File: src/shared/rsf_pkg.sv
// package for the result status flag bank: bit positions, command kinds, event carrier
// assumes one controller clock domain and a synchronous active-high reset
package rsf_pkg;

  // ==========================================
  // status byte one bit positions
  localparam int SO_END_TRACK_BIT = 7;
  localparam int SO_CRC_FAULT_BIT = 5;
  localparam int SO_LATE_SVC_BIT = 4;
  localparam int SO_SECTOR_ABSENT_BIT = 2;
  localparam int SO_WRITE_LOCK_BIT = 1;
  localparam int SO_ID_SYNC_BIT = 0;

  // ==========================================
  // status byte two bit positions
  localparam int ST_CTRL_MARK_BIT = 6;
  localparam int ST_PAYLOAD_CRC_BIT = 5;
  localparam int ST_TRACK_MISMATCH_BIT = 4;
  localparam int ST_BAD_TRACK_BIT = 1;
  localparam int ST_PAYLOAD_SYNC_BIT = 0;

  // ==========================================
  // reset values and constants
  localparam logic [7:0] STATUS_RESET = 8'h00;
  localparam logic [7:0] LAST_SECTOR_NUM = 8'hff;
  localparam logic [7:0] BAD_TRACK_CYL = 8'hff;
  localparam logic [1:0] TERM_NORMAL = 2'h0;
  localparam logic [1:0] TERM_ABNORMAL = 2'h1;
  localparam logic [1:0] INDEX_LIMIT = 2'h2;

  // ==========================================
  // command kinds
  typedef enum logic [7:0] {
    RSF_CMD_NONE = 8'h01,
    RSF_CMD_READ_DATA = 8'h02,
    RSF_CMD_READ_DELETED = 8'h04,
    RSF_CMD_WRITE_DATA = 8'h08,
    RSF_CMD_WRITE_DELETED = 8'h10,
    RSF_CMD_FORMAT = 8'h20,
    RSF_CMD_READ_ID = 8'h40,
    RSF_CMD_READ_TRACK = 8'h80
  } rsf_cmd_e;

  // ==========================================
  // events reported by the sequencer, each a one-cycle pulse
  typedef struct packed {
    logic sector_passed;
    logic id_crc_bad;
    logic data_crc_bad;
    logic late_service;
    logic sector_missing;
    logic id_read_failed;
    logic sequence_lost;
    logic id_mark_seen;
    logic data_mark_missing;
    logic deleted_mark_seen;
    logic normal_mark_seen;
    logic id_valid;
  } rsf_event_s;

endpackage : rsf_pkg

File: src/rtl/rsf_status_flags.sv
// result status flag bank: builds the second and third result bytes of a disk controller
// assumes the sequencer pulses events and reads the bytes only in its result phase
`timescale 1ns/1ns

module rsf_status_flags #(
  parameter int CYL_W = 8
) (
  // clock and reset
  input wire logic clk,
  input wire logic sys_rst,
  // command sequencing
  input wire logic cmd_start,
  input wire rsf_pkg::rsf_cmd_e cmd_kind,
  input wire logic cmd_active,
  input wire logic result_phase,
  // drive and host signals
  input wire logic index_pulse_input,
  input wire logic write_protect_in,
  input wire logic transfer_count_end,
  // sector identity
  input wire logic [7:0] sector_num,
  input wire logic [CYL_W-1:0] id_cylinder,
  input wire logic [CYL_W-1:0] tracked_cylinder,
  // events
  input wire rsf_pkg::rsf_event_s evt,
  // result bytes
  output logic [7:0] result_status_one,
  output logic [7:0] result_status_two,
  output logic [1:0] termination_code
);
  import rsf_pkg::*;

  // ==========================================
  // flag state
  logic end_track_flag_reg;
  logic crc_fault_flag_reg;
  logic late_service_flag_reg;
  logic sector_absent_flag_reg;
  logic write_lock_hit_flag_reg;
  logic id_sync_lost_flag_reg;
  logic control_mark_flag_reg;
  logic payload_crc_flag_reg;
  logic track_mismatch_flag_reg;
  logic bad_track_flag_reg;
  logic payload_sync_lost_flag_reg;
  logic [1:0] index_count_reg;
  logic tc_seen_reg;
  logic wp_prev_reg;
  logic abnormal_reg;

  // ==========================================
  // decode helpers
  function automatic logic is_data_cmd(input rsf_cmd_e k);
    is_data_cmd = (k == RSF_CMD_READ_DATA) || (k == RSF_CMD_READ_DELETED) ||
                  (k == RSF_CMD_WRITE_DATA) || (k == RSF_CMD_WRITE_DELETED);
  endfunction

  function automatic logic is_write_cmd(input rsf_cmd_e k);
    is_write_cmd = (k == RSF_CMD_WRITE_DATA) || (k == RSF_CMD_WRITE_DELETED) ||
                   (k == RSF_CMD_FORMAT);
  endfunction

  function automatic logic is_read_sector_cmd(input rsf_cmd_e k);
    is_read_sector_cmd = (k == RSF_CMD_READ_DATA) || (k == RSF_CMD_READ_DELETED);
  endfunction

  logic live;
  logic cyl_diff;
  logic index_exhausted;
  logic wp_rise;
  assign live = cmd_active && !cmd_start;
  assign cyl_diff = evt.id_valid && (id_cylinder != tracked_cylinder);
  assign index_exhausted = (index_count_reg == INDEX_LIMIT - 2'h1) && index_pulse_input &&
                           !evt.id_mark_seen;
  assign wp_rise = write_protect_in && !wp_prev_reg;

  // ==========================================
  // qualifying notes
  // events count only in a live command, never in its start cycle
  // the start cycle clears every flag, so a stale cause cannot leak
  // into the next command's result bytes
  // the cylinder compare is meaningful only with a valid identifier
  // index counting stops at its limit to avoid wrapping back to zero
  // write protect is edge-taken so a drive already locked before
  // the command does not fire on every cycle

  // ==========================================
  // index pulse counting toward the missing identifier mark
  always_ff @(posedge clk) begin
    if (sys_rst || cmd_start || evt.id_mark_seen) begin
      index_count_reg <= 2'h0;
    end else if (live && index_pulse_input && index_count_reg != INDEX_LIMIT) begin
      index_count_reg <= index_count_reg + 2'h1;
    end
  end

  // ==========================================
  // terminal count and write-protect edge tracking
  // terminal count is remembered for the rest of the command
  always_ff @(posedge clk) begin
    if (sys_rst || cmd_start) begin
      tc_seen_reg <= 1'b0;
    end else if (live && transfer_count_end) begin
      tc_seen_reg <= 1'b1;
    end
  end

  // previous write-protect level, for edge taking
  always_ff @(posedge clk) begin
    if (sys_rst) begin
      wp_prev_reg <= 1'b0;
    end else begin
      wp_prev_reg <= write_protect_in;
    end
  end

  // ==========================================
  // second byte flags; each holds until the next command starts
  // last-sector overrun only counts when no terminal count arrived,
  // neither earlier in this command nor in the same cycle
  always_ff @(posedge clk) begin
    if (sys_rst || cmd_start) begin
      end_track_flag_reg <= 1'b0;
    end else if (live && is_data_cmd(cmd_kind) && evt.sector_passed &&
                 sector_num == LAST_SECTOR_NUM && !tc_seen_reg && !transfer_count_end) begin
      end_track_flag_reg <= 1'b1;
    end
  end

  always_ff @(posedge clk) begin
    if (sys_rst || cmd_start) begin
      crc_fault_flag_reg <= 1'b0;
    end else if (live && (evt.id_crc_bad || evt.data_crc_bad)) begin
      crc_fault_flag_reg <= 1'b1;
    end
  end

  always_ff @(posedge clk) begin
    if (sys_rst || cmd_start) begin
      late_service_flag_reg <= 1'b0;
    end else if (live && evt.late_service) begin
      late_service_flag_reg <= 1'b1;
    end
  end

  always_ff @(posedge clk) begin
    if (sys_rst || cmd_start) begin
      sector_absent_flag_reg <= 1'b0;
    // the read-sector, read-identifier and read-track kinds each have their own cause; write kinds have none, and a cause from another kind is ignored
    end else if (live && is_read_sector_cmd(cmd_kind) && evt.sector_missing) begin
      sector_absent_flag_reg <= 1'b1;
    end else if (live && cmd_kind == RSF_CMD_READ_ID && evt.id_read_failed) begin
      sector_absent_flag_reg <= 1'b1;
    end else if (live && cmd_kind == RSF_CMD_READ_TRACK && evt.sequence_lost) begin
      sector_absent_flag_reg <= 1'b1;
    end
  end

  always_ff @(posedge clk) begin
    if (sys_rst || cmd_start) begin
      write_lock_hit_flag_reg <= 1'b0;
    end else if (live && is_write_cmd(cmd_kind) && wp_rise) begin
      write_lock_hit_flag_reg <= 1'b1;
    end
  end

  always_ff @(posedge clk) begin
    if (sys_rst || cmd_start) begin
      id_sync_lost_flag_reg <= 1'b0;
    // either a lost identifier mark or a lost data mark lands in bit 0
    end else if (live && index_exhausted) begin
      id_sync_lost_flag_reg <= 1'b1;
    end else if (live && evt.data_mark_missing) begin
      id_sync_lost_flag_reg <= 1'b1;
    end
  end

  // ==========================================
  // third byte flags
  always_ff @(posedge clk) begin
    if (sys_rst || cmd_start) begin
      control_mark_flag_reg <= 1'b0;
    // mark-type mismatch depends on which read command is running
    end else if (live && cmd_kind == RSF_CMD_READ_DATA && evt.deleted_mark_seen) begin
      control_mark_flag_reg <= 1'b1;
    end else if (live && cmd_kind == RSF_CMD_READ_DELETED && evt.normal_mark_seen) begin
      control_mark_flag_reg <= 1'b1;
    end
  end

  always_ff @(posedge clk) begin
    if (sys_rst || cmd_start) begin
      payload_crc_flag_reg <= 1'b0;
    end else if (live && evt.data_crc_bad) begin
      payload_crc_flag_reg <= 1'b1;
    end
  end

  always_ff @(posedge clk) begin
    if (sys_rst || cmd_start) begin
      track_mismatch_flag_reg <= 1'b0;
      bad_track_flag_reg <= 1'b0;
    end else if (live && cyl_diff) begin
      track_mismatch_flag_reg <= 1'b1;
      // a bad track is a mismatch whose cylinder reads all ones
      if (id_cylinder == CYL_W'(BAD_TRACK_CYL)) begin
        bad_track_flag_reg <= 1'b1;
      end
    end
  end

  always_ff @(posedge clk) begin
    if (sys_rst || cmd_start) begin
      payload_sync_lost_flag_reg <= 1'b0;
    end else if (live && evt.data_mark_missing) begin
      payload_sync_lost_flag_reg <= 1'b1;
    end
  end

  // ==========================================
  // abnormal termination from sector missing or CRC failure
  // index exhaustion counts as abnormal too: the command ends without its target
  always_ff @(posedge clk) begin
    if (sys_rst || cmd_start) begin
      abnormal_reg <= 1'b0;
    end else if (live && (evt.sector_missing || evt.id_read_failed || evt.sequence_lost ||
                          evt.id_crc_bad || evt.data_crc_bad || index_exhausted)) begin
      abnormal_reg <= 1'b1;
    end
  end

  // ==========================================
  // result bytes, shown only while the result phase runs
  // bytes are rebuilt each cycle from the flags, unused bits forced low
  // the host sees zero from one edge after the result phase closes, so a read
  // outside the command sequence learns nothing
  always_ff @(posedge clk) begin
    if (sys_rst || !result_phase) begin
      result_status_one <= STATUS_RESET;
      result_status_two <= STATUS_RESET;
      termination_code <= TERM_NORMAL;
    end else begin
      result_status_one <= STATUS_RESET;
      result_status_one[SO_END_TRACK_BIT] <= end_track_flag_reg;
      result_status_one[SO_CRC_FAULT_BIT] <= crc_fault_flag_reg;
      result_status_one[SO_LATE_SVC_BIT] <= late_service_flag_reg;
      result_status_one[SO_SECTOR_ABSENT_BIT] <= sector_absent_flag_reg;
      result_status_one[SO_WRITE_LOCK_BIT] <= write_lock_hit_flag_reg;
      result_status_one[SO_ID_SYNC_BIT] <= id_sync_lost_flag_reg;
      result_status_two <= STATUS_RESET;
      result_status_two[ST_CTRL_MARK_BIT] <= control_mark_flag_reg;
      result_status_two[ST_PAYLOAD_CRC_BIT] <= payload_crc_flag_reg;
      result_status_two[ST_TRACK_MISMATCH_BIT] <= track_mismatch_flag_reg;
      result_status_two[ST_BAD_TRACK_BIT] <= bad_track_flag_reg;
      result_status_two[ST_PAYLOAD_SYNC_BIT] <= payload_sync_lost_flag_reg;
      termination_code <= abnormal_reg ? TERM_ABNORMAL : TERM_NORMAL;
    end
  end

endmodule // rsf_status_flags

File: config.mk
export PLATFORM = sky130hd
export DESIGN_NAME = rsf_status_flags
export DESIGN_NICKNAME = d
export VERILOG_FILES = /design/src/shared/rsf_pkg.sv /design/src/rtl/rsf_status_flags.sv
export SDC_FILE = /design/constraint.sdc
export NUM_CORES = 1
export LEC_CHECK = 0
export BUFFER_PORTS_ARGS = -buffer_cell sky130_fd_sc_hd__clkbuf_2
export CORE_ASPECT_RATIO = 2
export CORE_MARGIN = 8
export CORE_UTILIZATION = 47
export CTS_CLUSTER_SIZE = 12
export DETAILED_ROUTE_END_ITERATION = 16
export PLACE_DENSITY = 0.84
export SYNTH_ARGS = -nofsm -noshare
export SYNTH_HDL_FRONTEND = slang
export SYNTH_SLANG_ARGS = --single-unit
File: constraint.sdc
create_clock -name clk -period 2.2 [get_ports clk]
set_input_delay 0.11 -clock clk [delete_from_list [all_inputs] [get_ports clk]]
set_output_delay 0.11 -clock clk [all_outputs]
set_load 0.01 [all_outputs]
-- Yosys cells after proc, flatten, opt, wreduce, memory -nomap -nowiden
Cells that the tools add are included.
- div/mod/pow operators: 0
- muxes and demuxes: 8
- shifts and indexed selects: 0
- $mul: 0
- add/sub/neg operators: 1
- bitwise gates (word level): 0
- magnitude comparators: 0
- reductions and logical operators: 56
- equality and inequality tests: 12
- operators by type and width (operator ; number):
    logical AND 1 bit ; 32
    == test 8 bit (second input constant) ; 3
    logical OR 1 bit ; 14
    == test 8 x 2 -> 1 bit (second input constant) ; 1
    == test 8 x 3 -> 1 bit (second input constant) ; 1
    == test 8 x 4 -> 1 bit (second input constant) ; 1
    == test 8 x 5 -> 1 bit (second input constant) ; 1
    == test 8 x 6 -> 1 bit (second input constant) ; 1
    == test 8 x 7 -> 1 bit (second input constant) ; 1
    two-way mux 1 bit ; 8
    inequality test 8 bit ; 1
    zero test 1 bit ; 6
    nonzero test 2 bit ; 2
    nonzero test 3 bit ; 1
    adder 2 x 1 -> 2 bit (second input constant) ; 1
    == test 2 x 1 -> 1 bit (second input constant) ; 1
    inequality test 2 bit (second input constant) ; 1
    AND reduction 2 bit ; 1
- RAM bits: 0
- bits in read-only memories: 0
- word-level logic and storage cells: 97
- output and inout bits: 18
- register bits after elaboration: 34
- bits in latches: 0
- memories kept: 0

-- Longest topological paths before layout
Gate-level depths: netlist of the first run.
- depth in word-level cells: 9
- gate-level depth with buffers: 5
- gate-level depth less buffers: 5

-- Worst setup path after synthesis of the first run
OpenSTA, ideal clock, no wires.
- kind: reg2reg
- from: reg index_count_reg[0]
- to: reg index_count_reg[1]
- stages on the path, launching flop included: 6
- path slack: 0.885 ns
- path buffers: 0
- clock period less this slack: 1.315 ns
- arrival time: 1.212 ns
- path through: dfxtp_1 > inv_1 > ha_1 > nor3b_4 > nor2_1 > a2111oi_2
- longest elaborated chain between the ends: 2
- RTL lines (item ; RTL line ; text):
    start, declared ; rsf_status_flags.sv:46 ; logic [1:0] index_count_reg;
    start signal, assigned ; rsf_status_flags.sv:93 ; index_count_reg <= index_count_reg + 2'h1;
    branches (longest 2 deep; another with adder 2 x 1 -> 2 bit) ; -- ;
Parallel ways; which one is timed is not known.
A chain may end at the register's enable or synchronous reset.

-- Worst setup path after layout of the first run
Ends and elaborated chain as after synthesis.

==> results of run 1 <==
routing by layer:
metal | part of all wire, % | vias up
li1 | - | 585
met1 | 33 | 553
met3 | 4.7 | 6
met4 | 2.6 | 0
met2 | 60 | 43
met5 | 0 | -
through the flow:
stage | hold WS (ps) | cell area, um2
finish | 28.5 | 1630
global route | 42.6 | 1630
CTS | 29.8 | 1630
detailed placement | 320 | 1570
global placement | 320 | 1570
floorplan | 182 | 1290
where the power goes:
group	switching [mW]	total (mW)	internal, mW
registers	0.00297	0.516	0.513
clock network	0.158	0.318	0.160
logic	0.0673	0.129	0.0614
Yosys cell counts (2+ instances only):
| master | instances |
|---|---|
| sky130_fd_sc_hd__nor2_1 | 10 |
| sky130_fd_sc_hd__and2_1 | 12 |
| sky130_fd_sc_hd__a21oi_1 | 10 |
| sky130_fd_sc_hd__buf_4 | 6 |
| sky130_fd_sc_hd__nand3b_1 | 3 |
| sky130_fd_sc_hd__nand3_1 | 2 |
| sky130_fd_sc_hd__o21ai_0 | 4 |
| sky130_fd_sc_hd__nor2b_1 | 3 |
| sky130_fd_sc_hd__o21ai_1 | 2 |
| sky130_fd_sc_hd__dfxtp_1 | 28 |
| sky130_fd_sc_hd__inv_1 | 5 |
| sky130_fd_sc_hd__ha_1 | 2 |
| sky130_fd_sc_hd__a31oi_1 | 2 |
| sky130_fd_sc_hd__nor4_1 | 5 |
| sky130_fd_sc_hd__buf_2 | 3 |
| sky130_fd_sc_hd__nand4b_1 | 2 |
| sky130_fd_sc_hd__nor3_1 | 2 |
| sky130_fd_sc_hd__clkbuf_1 | 2 |
| sky130_fd_sc_hd__nand4_1 | 2 |
| sky130_fd_sc_hd__xor2_1 | 11 |
| sky130_fd_sc_hd__nand2_1 | 4 |
| sky130_fd_sc_hd__or2_1 | 2 |
final timing paths:
kind                                    startpoint                 end  slack, ps  cells after the start
worst max-delay path            index_count_reg[0]  index_count_reg[1]        740                      5
worst min-delay path                        evt[4]  index_count_reg[1]         30                      2
worst max register to register  index_count_reg[0]  index_count_reg[1]        740                      5
worst min register to register  end_track_flag_reg  end_track_flag_reg        460                      2
kinds of logic after synthesis:
group	count (synthesis)	synth area share, %
and+or+nand+nor	53	26.0
DFF	28	44.1
AOI/OAI and AO/OA	25	12.6
buffers and inverters	16	6.79
xor gates and xnor gates	12	8.27
adders and majority gates	2	1.97
other	1	0.295
cell type report:
type / instances / area, um2 / area share (%)
timing repair buffer: 63 / 315 / 19.4
multi-input combinational: 98 / 643 / 39.5
clock buffer: 4 / 55.1 / 3.38
tap: 28 / 35.0 / 2.15
sequential: 28 / 561 / 34.4
inverter: 5 / 18.8 / 1.15
==> impl_metrics.prom, run 1 <==
# TYPE chip_impl_metric gauge
chip_impl_metric{name="power_density",unit="mW/mm2"} 592
chip_impl_metric{name="place_congestion",unit=""} 0.734
chip_impl_metric{name="die_height",unit="um"} 89.6
chip_impl_info{name="run_status",value="complete, no violations"} 1
chip_impl_info{name="cp-end-kind",value="register"} 1
chip_impl_info{name="tritoncts",value="built"} 1
chip_impl_metric{name="clk_pin_slew_worst_paths",unit="ps"} 90
chip_impl_metric{name="grt.total_usage",unit="%"} 15.1
chip_impl_metric{name="cts_resized",unit=""} 0
chip_impl_metric{name="placedCellCount",unit=""} 222
chip_impl_metric{name="finalSetupTns",unit="ps"} 0
chip_impl_metric{name="synth_cell_type_count",unit=""} 37
chip_impl_metric{name="first_global_vias",unit=""} 1351
chip_impl_metric{name="grt_start_max_net_pins",unit=""} 16
chip_impl_metric{name="use_met3",unit="%"} 2.67
chip_impl_metric{name="floorplan.initialDensity",unit="%"} 49.5
chip_impl_metric{name="place.detailed.hpwl",unit="mm"} 2.92
chip_impl_metric{name="synth-edff-count",unit=""} 0
chip_impl_metric{name="buffer_ports.inserted",unit=""} 63
chip_impl_metric{name="power.ir.vdd_worst",unit="mV"} 0.464
chip_impl_info{name="timing.critical_path.max_delay_family",value="flip-flops"} 1
chip_impl_metric{name="worstMarginPinSlew",unit="ps"} 620
chip_impl_metric{name="antenna_violating_nets_post_route",unit=""} 0
chip_impl_metric{name="placement.setup.worst_slack",unit="ps"} 751
chip_impl_metric{name="largest_register_ffs",unit=""} 6
chip_impl_metric{name="power",unit="mW"} 0.963
chip_impl_metric{name="antenna_violations_before_repair",unit=""} 0
chip_impl_info{name="crit_type",value="reg2reg"} 1
chip_impl_metric{name="full_die_area",unit="mm2"} 0.00473
chip_impl_metric{name="hold_buffer_count_at_cts",unit=""} 0
chip_impl_metric{name="drtPass1Iterations",unit=""} 4
chip_impl_metric{name="drt-vias-per-instance",unit=""} 5.25
chip_impl_metric{name="final-max-slew-violation-count",unit=""} 0
chip_impl_metric{name="layout_cells_sized_above_1",unit="%"} 36.4
chip_impl_metric{name="layout_worst_path_cycle_share",unit="%"} 66.2
chip_impl_metric{name="critical_path_peak_fanout",unit=""} 3
chip_impl_metric{name="placement_rows",unit=""} 26
chip_impl_metric{name="core-area",unit="mm2"} 0.00257
chip_impl_metric{name="area_share_of_the_leading_cell_type_in_the_synthesized_netlist",unit="%"} 44.1
chip_impl_info{name="synth_top_flop_cell",value="sky130_fd_sc_hd__dfxtp_1"} 1
chip_impl_metric{name="wire_per_inst",unit="um"} 15.1
chip_impl_info{name="mostFrequentLayoutCells",value="sky130_fd_sc_hd__clkbuf_2, sky130_fd_sc_hd__dfxtp_1, sky130_fd_sc_hd__and2_1, sky130_fd_sc_hd__xor2_1"} 1
chip_impl_metric{name="synth-warning-count",unit=""} 0
chip_impl_info{name="busiest_layer_in_global_routing",value="met2"} 1
chip_impl_metric{name="ctsHtreeMaxLevel",unit=""} 1
chip_impl_metric{name="mapped_cell_area",unit="mm2"} 0.00127
chip_impl_info{name="layout.cells.most_common",value="sky130_fd_sc_hd__clkbuf_2"} 1
chip_impl_metric{name="fin_skew",unit="ps"} 2.42
chip_impl_metric{name="fin_nets",unit=""} 253
chip_impl_metric{name="postSynthCellCount",unit=""} 137
chip_impl_metric{name="floorplan.die.width",unit="um"} 52.8
chip_impl_info{name="library_cell_occupying_the_most_area_in_the_post_synthesis_netlist",value="sky130_fd_sc_hd__dfxtp_1"} 1
chip_impl_metric{name="synth_sequential_area_ratio",unit="%"} 44.1
chip_impl_metric{name="dr_total_vias",unit=""} 1187
chip_impl_metric{name="antenna_cells",unit=""} 0
chip_impl_metric{name="utilization",unit="%"} 63.3
chip_impl_metric{name="async_reset_ff_share",unit="%"} 0
chip_impl_metric{name="drt_drc_violations_left",unit=""} 0
chip_impl_metric{name="final.fill_count",unit=""} 232
chip_impl_metric{name="numClockSinks",unit=""} 28
chip_impl_metric{name="global_route.overflow_total",unit=""} 0
chip_impl_metric{name="fin_cells",unit=""} 226
chip_impl_metric{name="cp_num_buf_inv",unit=""} 1
chip_impl_metric{name="slowest_delay",unit="ps"} 400
chip_impl_metric{name="average_cell_area_after_synthesis",unit="um2"} 9.28
chip_impl_metric{name="max_cap_viol_count",unit=""} 0
chip_impl_metric{name="power.static_leakage",unit="nW"} 0.754
chip_impl_info{name="grt_setup_unrepaired",value="no"} 1
chip_impl_info{name="cts.root.buffer_cell",value="sky130_fd_sc_hd__clkbuf_8"} 1
chip_impl_metric{name="slew-limit-headroom",unit="%"} 58.6
chip_impl_metric{name="num_io_pins",unit=""} 70
chip_impl_metric{name="grt_util_met2",unit="%"} 28.2
chip_impl_info{name="synthTopCellsByArea",value="sky130_fd_sc_hd__dfxtp_1, sky130_fd_sc_hd__xor2_1, sky130_fd_sc_hd__and2_1"} 1
chip_impl_metric{name="post-route-worst-setup-slack",unit="ps"} 743
chip_impl_metric{name="cts-buffers-inserted",unit=""} 3
chip_impl_metric{name="report.final.hold_viol_count",unit=""} 0
chip_impl_metric{name="drt_iter0_markers",unit=""} 37
chip_impl_metric{name="area_growth_syn_to_layout",unit="%"} 28.1
chip_impl_metric{name="cts_setup_buffers",unit=""} 0
chip_impl_metric{name="finalCriticalPeriod",unit="ps"} 1460
chip_impl_info{name="min_path_type",value="in2reg"} 1
chip_impl_metric{name="clock_latency",unit="ps"} 280
chip_impl_metric{name="total_routed_length",unit="mm"} 3.41
chip_impl_metric{name="ctsLongestPathBuffers",unit=""} 2
chip_impl_info{name="crit_path_cells",value="inv_1 > ha_1 > nor3b_4 > nor2_1 > a2111oi_2"} 1
chip_impl_info{name="slowest_stage",value="sky130_fd_sc_hd__dfxtp_1"} 1
chip_impl_metric{name="finalSetupViolCount",unit=""} 0
chip_impl_metric{name="global_route_wire_length_before_repair",unit="mm"} 5.49
chip_impl_metric{name="critical_path_required",unit="ps"} 2380
chip_impl_metric{name="grt.met1_usage",unit="%"} 13.9
chip_impl_metric{name="ys_seq_elements",unit=""} 28
chip_impl_info{name="critical_path.startpoint_type",value="register"} 1
chip_impl_metric{name="max_freq",unit="GHz"} 0.686
chip_impl_metric{name="worst_ep_arrival_time",unit="ps"} 1640
(Power assumes the default switching activity.)
==> run 2: changes to the inputs <==
- CORE_UTILIZATION: 47 -> 43
- PLACE_DENSITY: 0.84 -> 0.78
- clock period: 2.2 -> 1.4 ns (I/O delays scaled with it)
==> run 2 against run 1 <==
  * Clock skew barely moved
  * Non-clock buffer count increased by 4
  * Sequential share of layout area down 0.68 points
  * Clock power increased by 50%
  * Sequential cell count unchanged
  * Routed wire length fell by 18%
  * Global-route usage shrank 4.1 points
  * Largest cell class unchanged
  * Highest routed layer unchanged
==> impl_metrics.prom, run 2 (same netlist as run 1, synthesis figures left out) <==
# TYPE chip_impl_metric gauge
chip_impl_metric{name="place.detailed.hpwl",unit="mm"} 2.43
chip_impl_metric{name="critical_path_peak_fanout",unit=""} 2
chip_impl_metric{name="core-area",unit="mm2"} 0.00287
chip_impl_metric{name="power_density",unit="mW/mm2"} 896
chip_impl_info{name="cts.root.buffer_cell",value="sky130_fd_sc_hd__clkbuf_8"} 1
chip_impl_metric{name="max_cap_viol_count",unit=""} 0
chip_impl_metric{name="grt.total_usage",unit="%"} 11.0
chip_impl_metric{name="clock_latency",unit="ps"} 260
chip_impl_metric{name="report.final.hold_viol_count",unit=""} 0
chip_impl_info{name="crit_path_cells",value="inv_1 > ha_1 > nor3b_4 > nor2_1 > a2111oi_2"} 1
chip_impl_metric{name="power.ir.vdd_worst",unit="mV"} 0.569
chip_impl_metric{name="critical_path_required",unit="ps"} 1570
chip_impl_metric{name="drtPass1Iterations",unit=""} 4
chip_impl_info{name="run_status",value="complete, no violations"} 1
chip_impl_metric{name="cp_num_buf_inv",unit=""} 1
chip_impl_metric{name="fin_nets",unit=""} 257
chip_impl_metric{name="first_global_vias",unit=""} 1125
chip_impl_metric{name="layout_worst_path_cycle_share",unit="%"} 91.8
chip_impl_metric{name="finalSetupTns",unit="ps"} 0
chip_impl_metric{name="wire_per_inst",unit="um"} 12.1
chip_impl_info{name="crit_type",value="reg2reg"} 1
chip_impl_metric{name="antenna_violating_nets_post_route",unit=""} 0
chip_impl_metric{name="place_congestion",unit=""} 0.772
chip_impl_metric{name="full_die_area",unit="mm2"} 0.00506
chip_impl_metric{name="numClockSinks",unit=""} 28
chip_impl_metric{name="die_height",unit="um"} 92.9
chip_impl_metric{name="finalSetupViolCount",unit=""} 0
chip_impl_metric{name="drt-vias-per-instance",unit=""} 4.81
chip_impl_metric{name="power",unit="mW"} 1.49
chip_impl_metric{name="worst_ep_arrival_time",unit="ps"} 1450
chip_impl_metric{name="drt_iter0_markers",unit=""} 23
chip_impl_metric{name="floorplan.initialDensity",unit="%"} 44.3
chip_impl_metric{name="antenna_cells",unit=""} 0
chip_impl_metric{name="global_route_wire_length_before_repair",unit="mm"} 4.51
chip_impl_info{name="timing.critical_path.max_delay_family",value="flip-flops"} 1
chip_impl_metric{name="grt_start_max_net_pins",unit=""} 16
chip_impl_info{name="slowest_stage",value="sky130_fd_sc_hd__dfxtp_2"} 1
chip_impl_metric{name="num_io_pins",unit=""} 70
chip_impl_info{name="cp-end-kind",value="register"} 1
chip_impl_info{name="min_path_type",value="in2reg"} 1
chip_impl_metric{name="fin_skew",unit="ps"} 2.80
chip_impl_metric{name="dr_total_vias",unit=""} 1116
chip_impl_metric{name="area_growth_syn_to_layout",unit="%"} 30.9
chip_impl_metric{name="global_route.overflow_total",unit=""} 0
chip_impl_metric{name="slew-limit-headroom",unit="%"} 64.6
chip_impl_info{name="grt_setup_unrepaired",value="no"} 1
chip_impl_metric{name="final-max-slew-violation-count",unit=""} 0
chip_impl_info{name="critical_path.startpoint_type",value="register"} 1
chip_impl_metric{name="drt_drc_violations_left",unit=""} 0
chip_impl_metric{name="total_routed_length",unit="mm"} 2.81
chip_impl_metric{name="max_freq",unit="GHz"} 0.778
chip_impl_metric{name="slowest_delay",unit="ps"} 330
chip_impl_metric{name="buffer_ports.inserted",unit=""} 63
chip_impl_metric{name="finalCriticalPeriod",unit="ps"} 1290
chip_impl_info{name="mostFrequentLayoutCells",value="sky130_fd_sc_hd__clkbuf_2, sky130_fd_sc_hd__dfxtp_1, sky130_fd_sc_hd__and2_1, sky130_fd_sc_hd__xor2_1"} 1
chip_impl_info{name="tritoncts",value="built"} 1
chip_impl_metric{name="clk_pin_slew_worst_paths",unit="ps"} 90
chip_impl_metric{name="floorplan.die.width",unit="um"} 54.4
chip_impl_info{name="layout.cells.most_common",value="sky130_fd_sc_hd__clkbuf_2"} 1
chip_impl_metric{name="placement_rows",unit=""} 28
chip_impl_metric{name="power.static_leakage",unit="nW"} 0.774
chip_impl_metric{name="worstMarginPinSlew",unit="ps"} 530
chip_impl_metric{name="ctsHtreeMaxLevel",unit=""} 1
chip_impl_metric{name="largest_register_ffs",unit=""} 6
chip_impl_metric{name="layout_cells_sized_above_1",unit="%"} 37.6
chip_impl_metric{name="cts-buffers-inserted",unit=""} 3
chip_impl_metric{name="ctsLongestPathBuffers",unit=""} 2
chip_impl_metric{name="antenna_violations_before_repair",unit=""} 0
-- run 2: changes by cell type in the layout (fill, tap and decap cells not counted), sizes merged --
| cell | change |
|---|---|
| buf | +3 |
| dlygate4sd3 | +1 |
-- run 2: path summary, 6_finish.rpt --
path	from	to	slack [ps]	depth (start not counted)
worst max-delay path	index_count_reg[0]	index_count_reg[1]	110	5
worst min-delay path	write_protect_in	wp_prev_reg	30	2
worst max register to register	index_count_reg[0]	index_count_reg[1]	110	5
worst min register to register	track_mismatch_flag_reg	track_mismatch_flag_reg	450	1
-- run 2: timing repair --
action                     CTS  global route
hold buffers                 1             0
setup buffers                0             1
setup endpoints to repair    0             1
gates resized for setup      0             1
hold endpoints to repair     1             0
-- run 2: layer usage --
| layer | track usage (%) | part of all wire [%] | vias to the layer above |
|---|---|---|---|
| met1 | 13.9 | 43 | 467 |
| met5 | 0 | 0 | - |
| li1 | - | - | 593 |
| met4 | 3.10 | 0.61 | 0 |
| met2 | 17.7 | 47 | 52 |
| met3 | 2.73 | 9.5 | 4 |
-- run 2: cell type report --
type | instances | area, um2
multi-input combinational | 98 | 643
inverter | 5 | 18.8
timing repair buffer | 67 | 348
tap | 30 | 37.5
sequential | 28 | 562
clock buffer | 4 | 55.1
fill | 274 | 1210
-- run 2: report_power, final --
| group | internal, mW | switching, mW |
|---|---|---|
| Sequential | 0.807 | 0.00408 |
| Clock | 0.251 | 0.225 |
| Combinational | 0.102 | 0.102 |
-- run 2: stage by stage --
| step | setup slack (ps) | hold WS, ps | cell area (um2) | cells | util, % |
|---|---|---|---|---|---|
| detailed placement | 37.6 | 287 | 1590 | 226 | 55.4 |
| global route | 27.2 | 17.8 | 1660 | 232 | 57.9 |
| floorplan | 84.7 | 142 | 1290 | 142 | - |
| global placement | 123 | 282 | 1590 | 226 | 55.4 |
| CTS | 15.2 | 23.8 | 1660 | 231 | 57.6 |
| finish | 114 | 25.4 | 1660 | 232 | 57.9 |
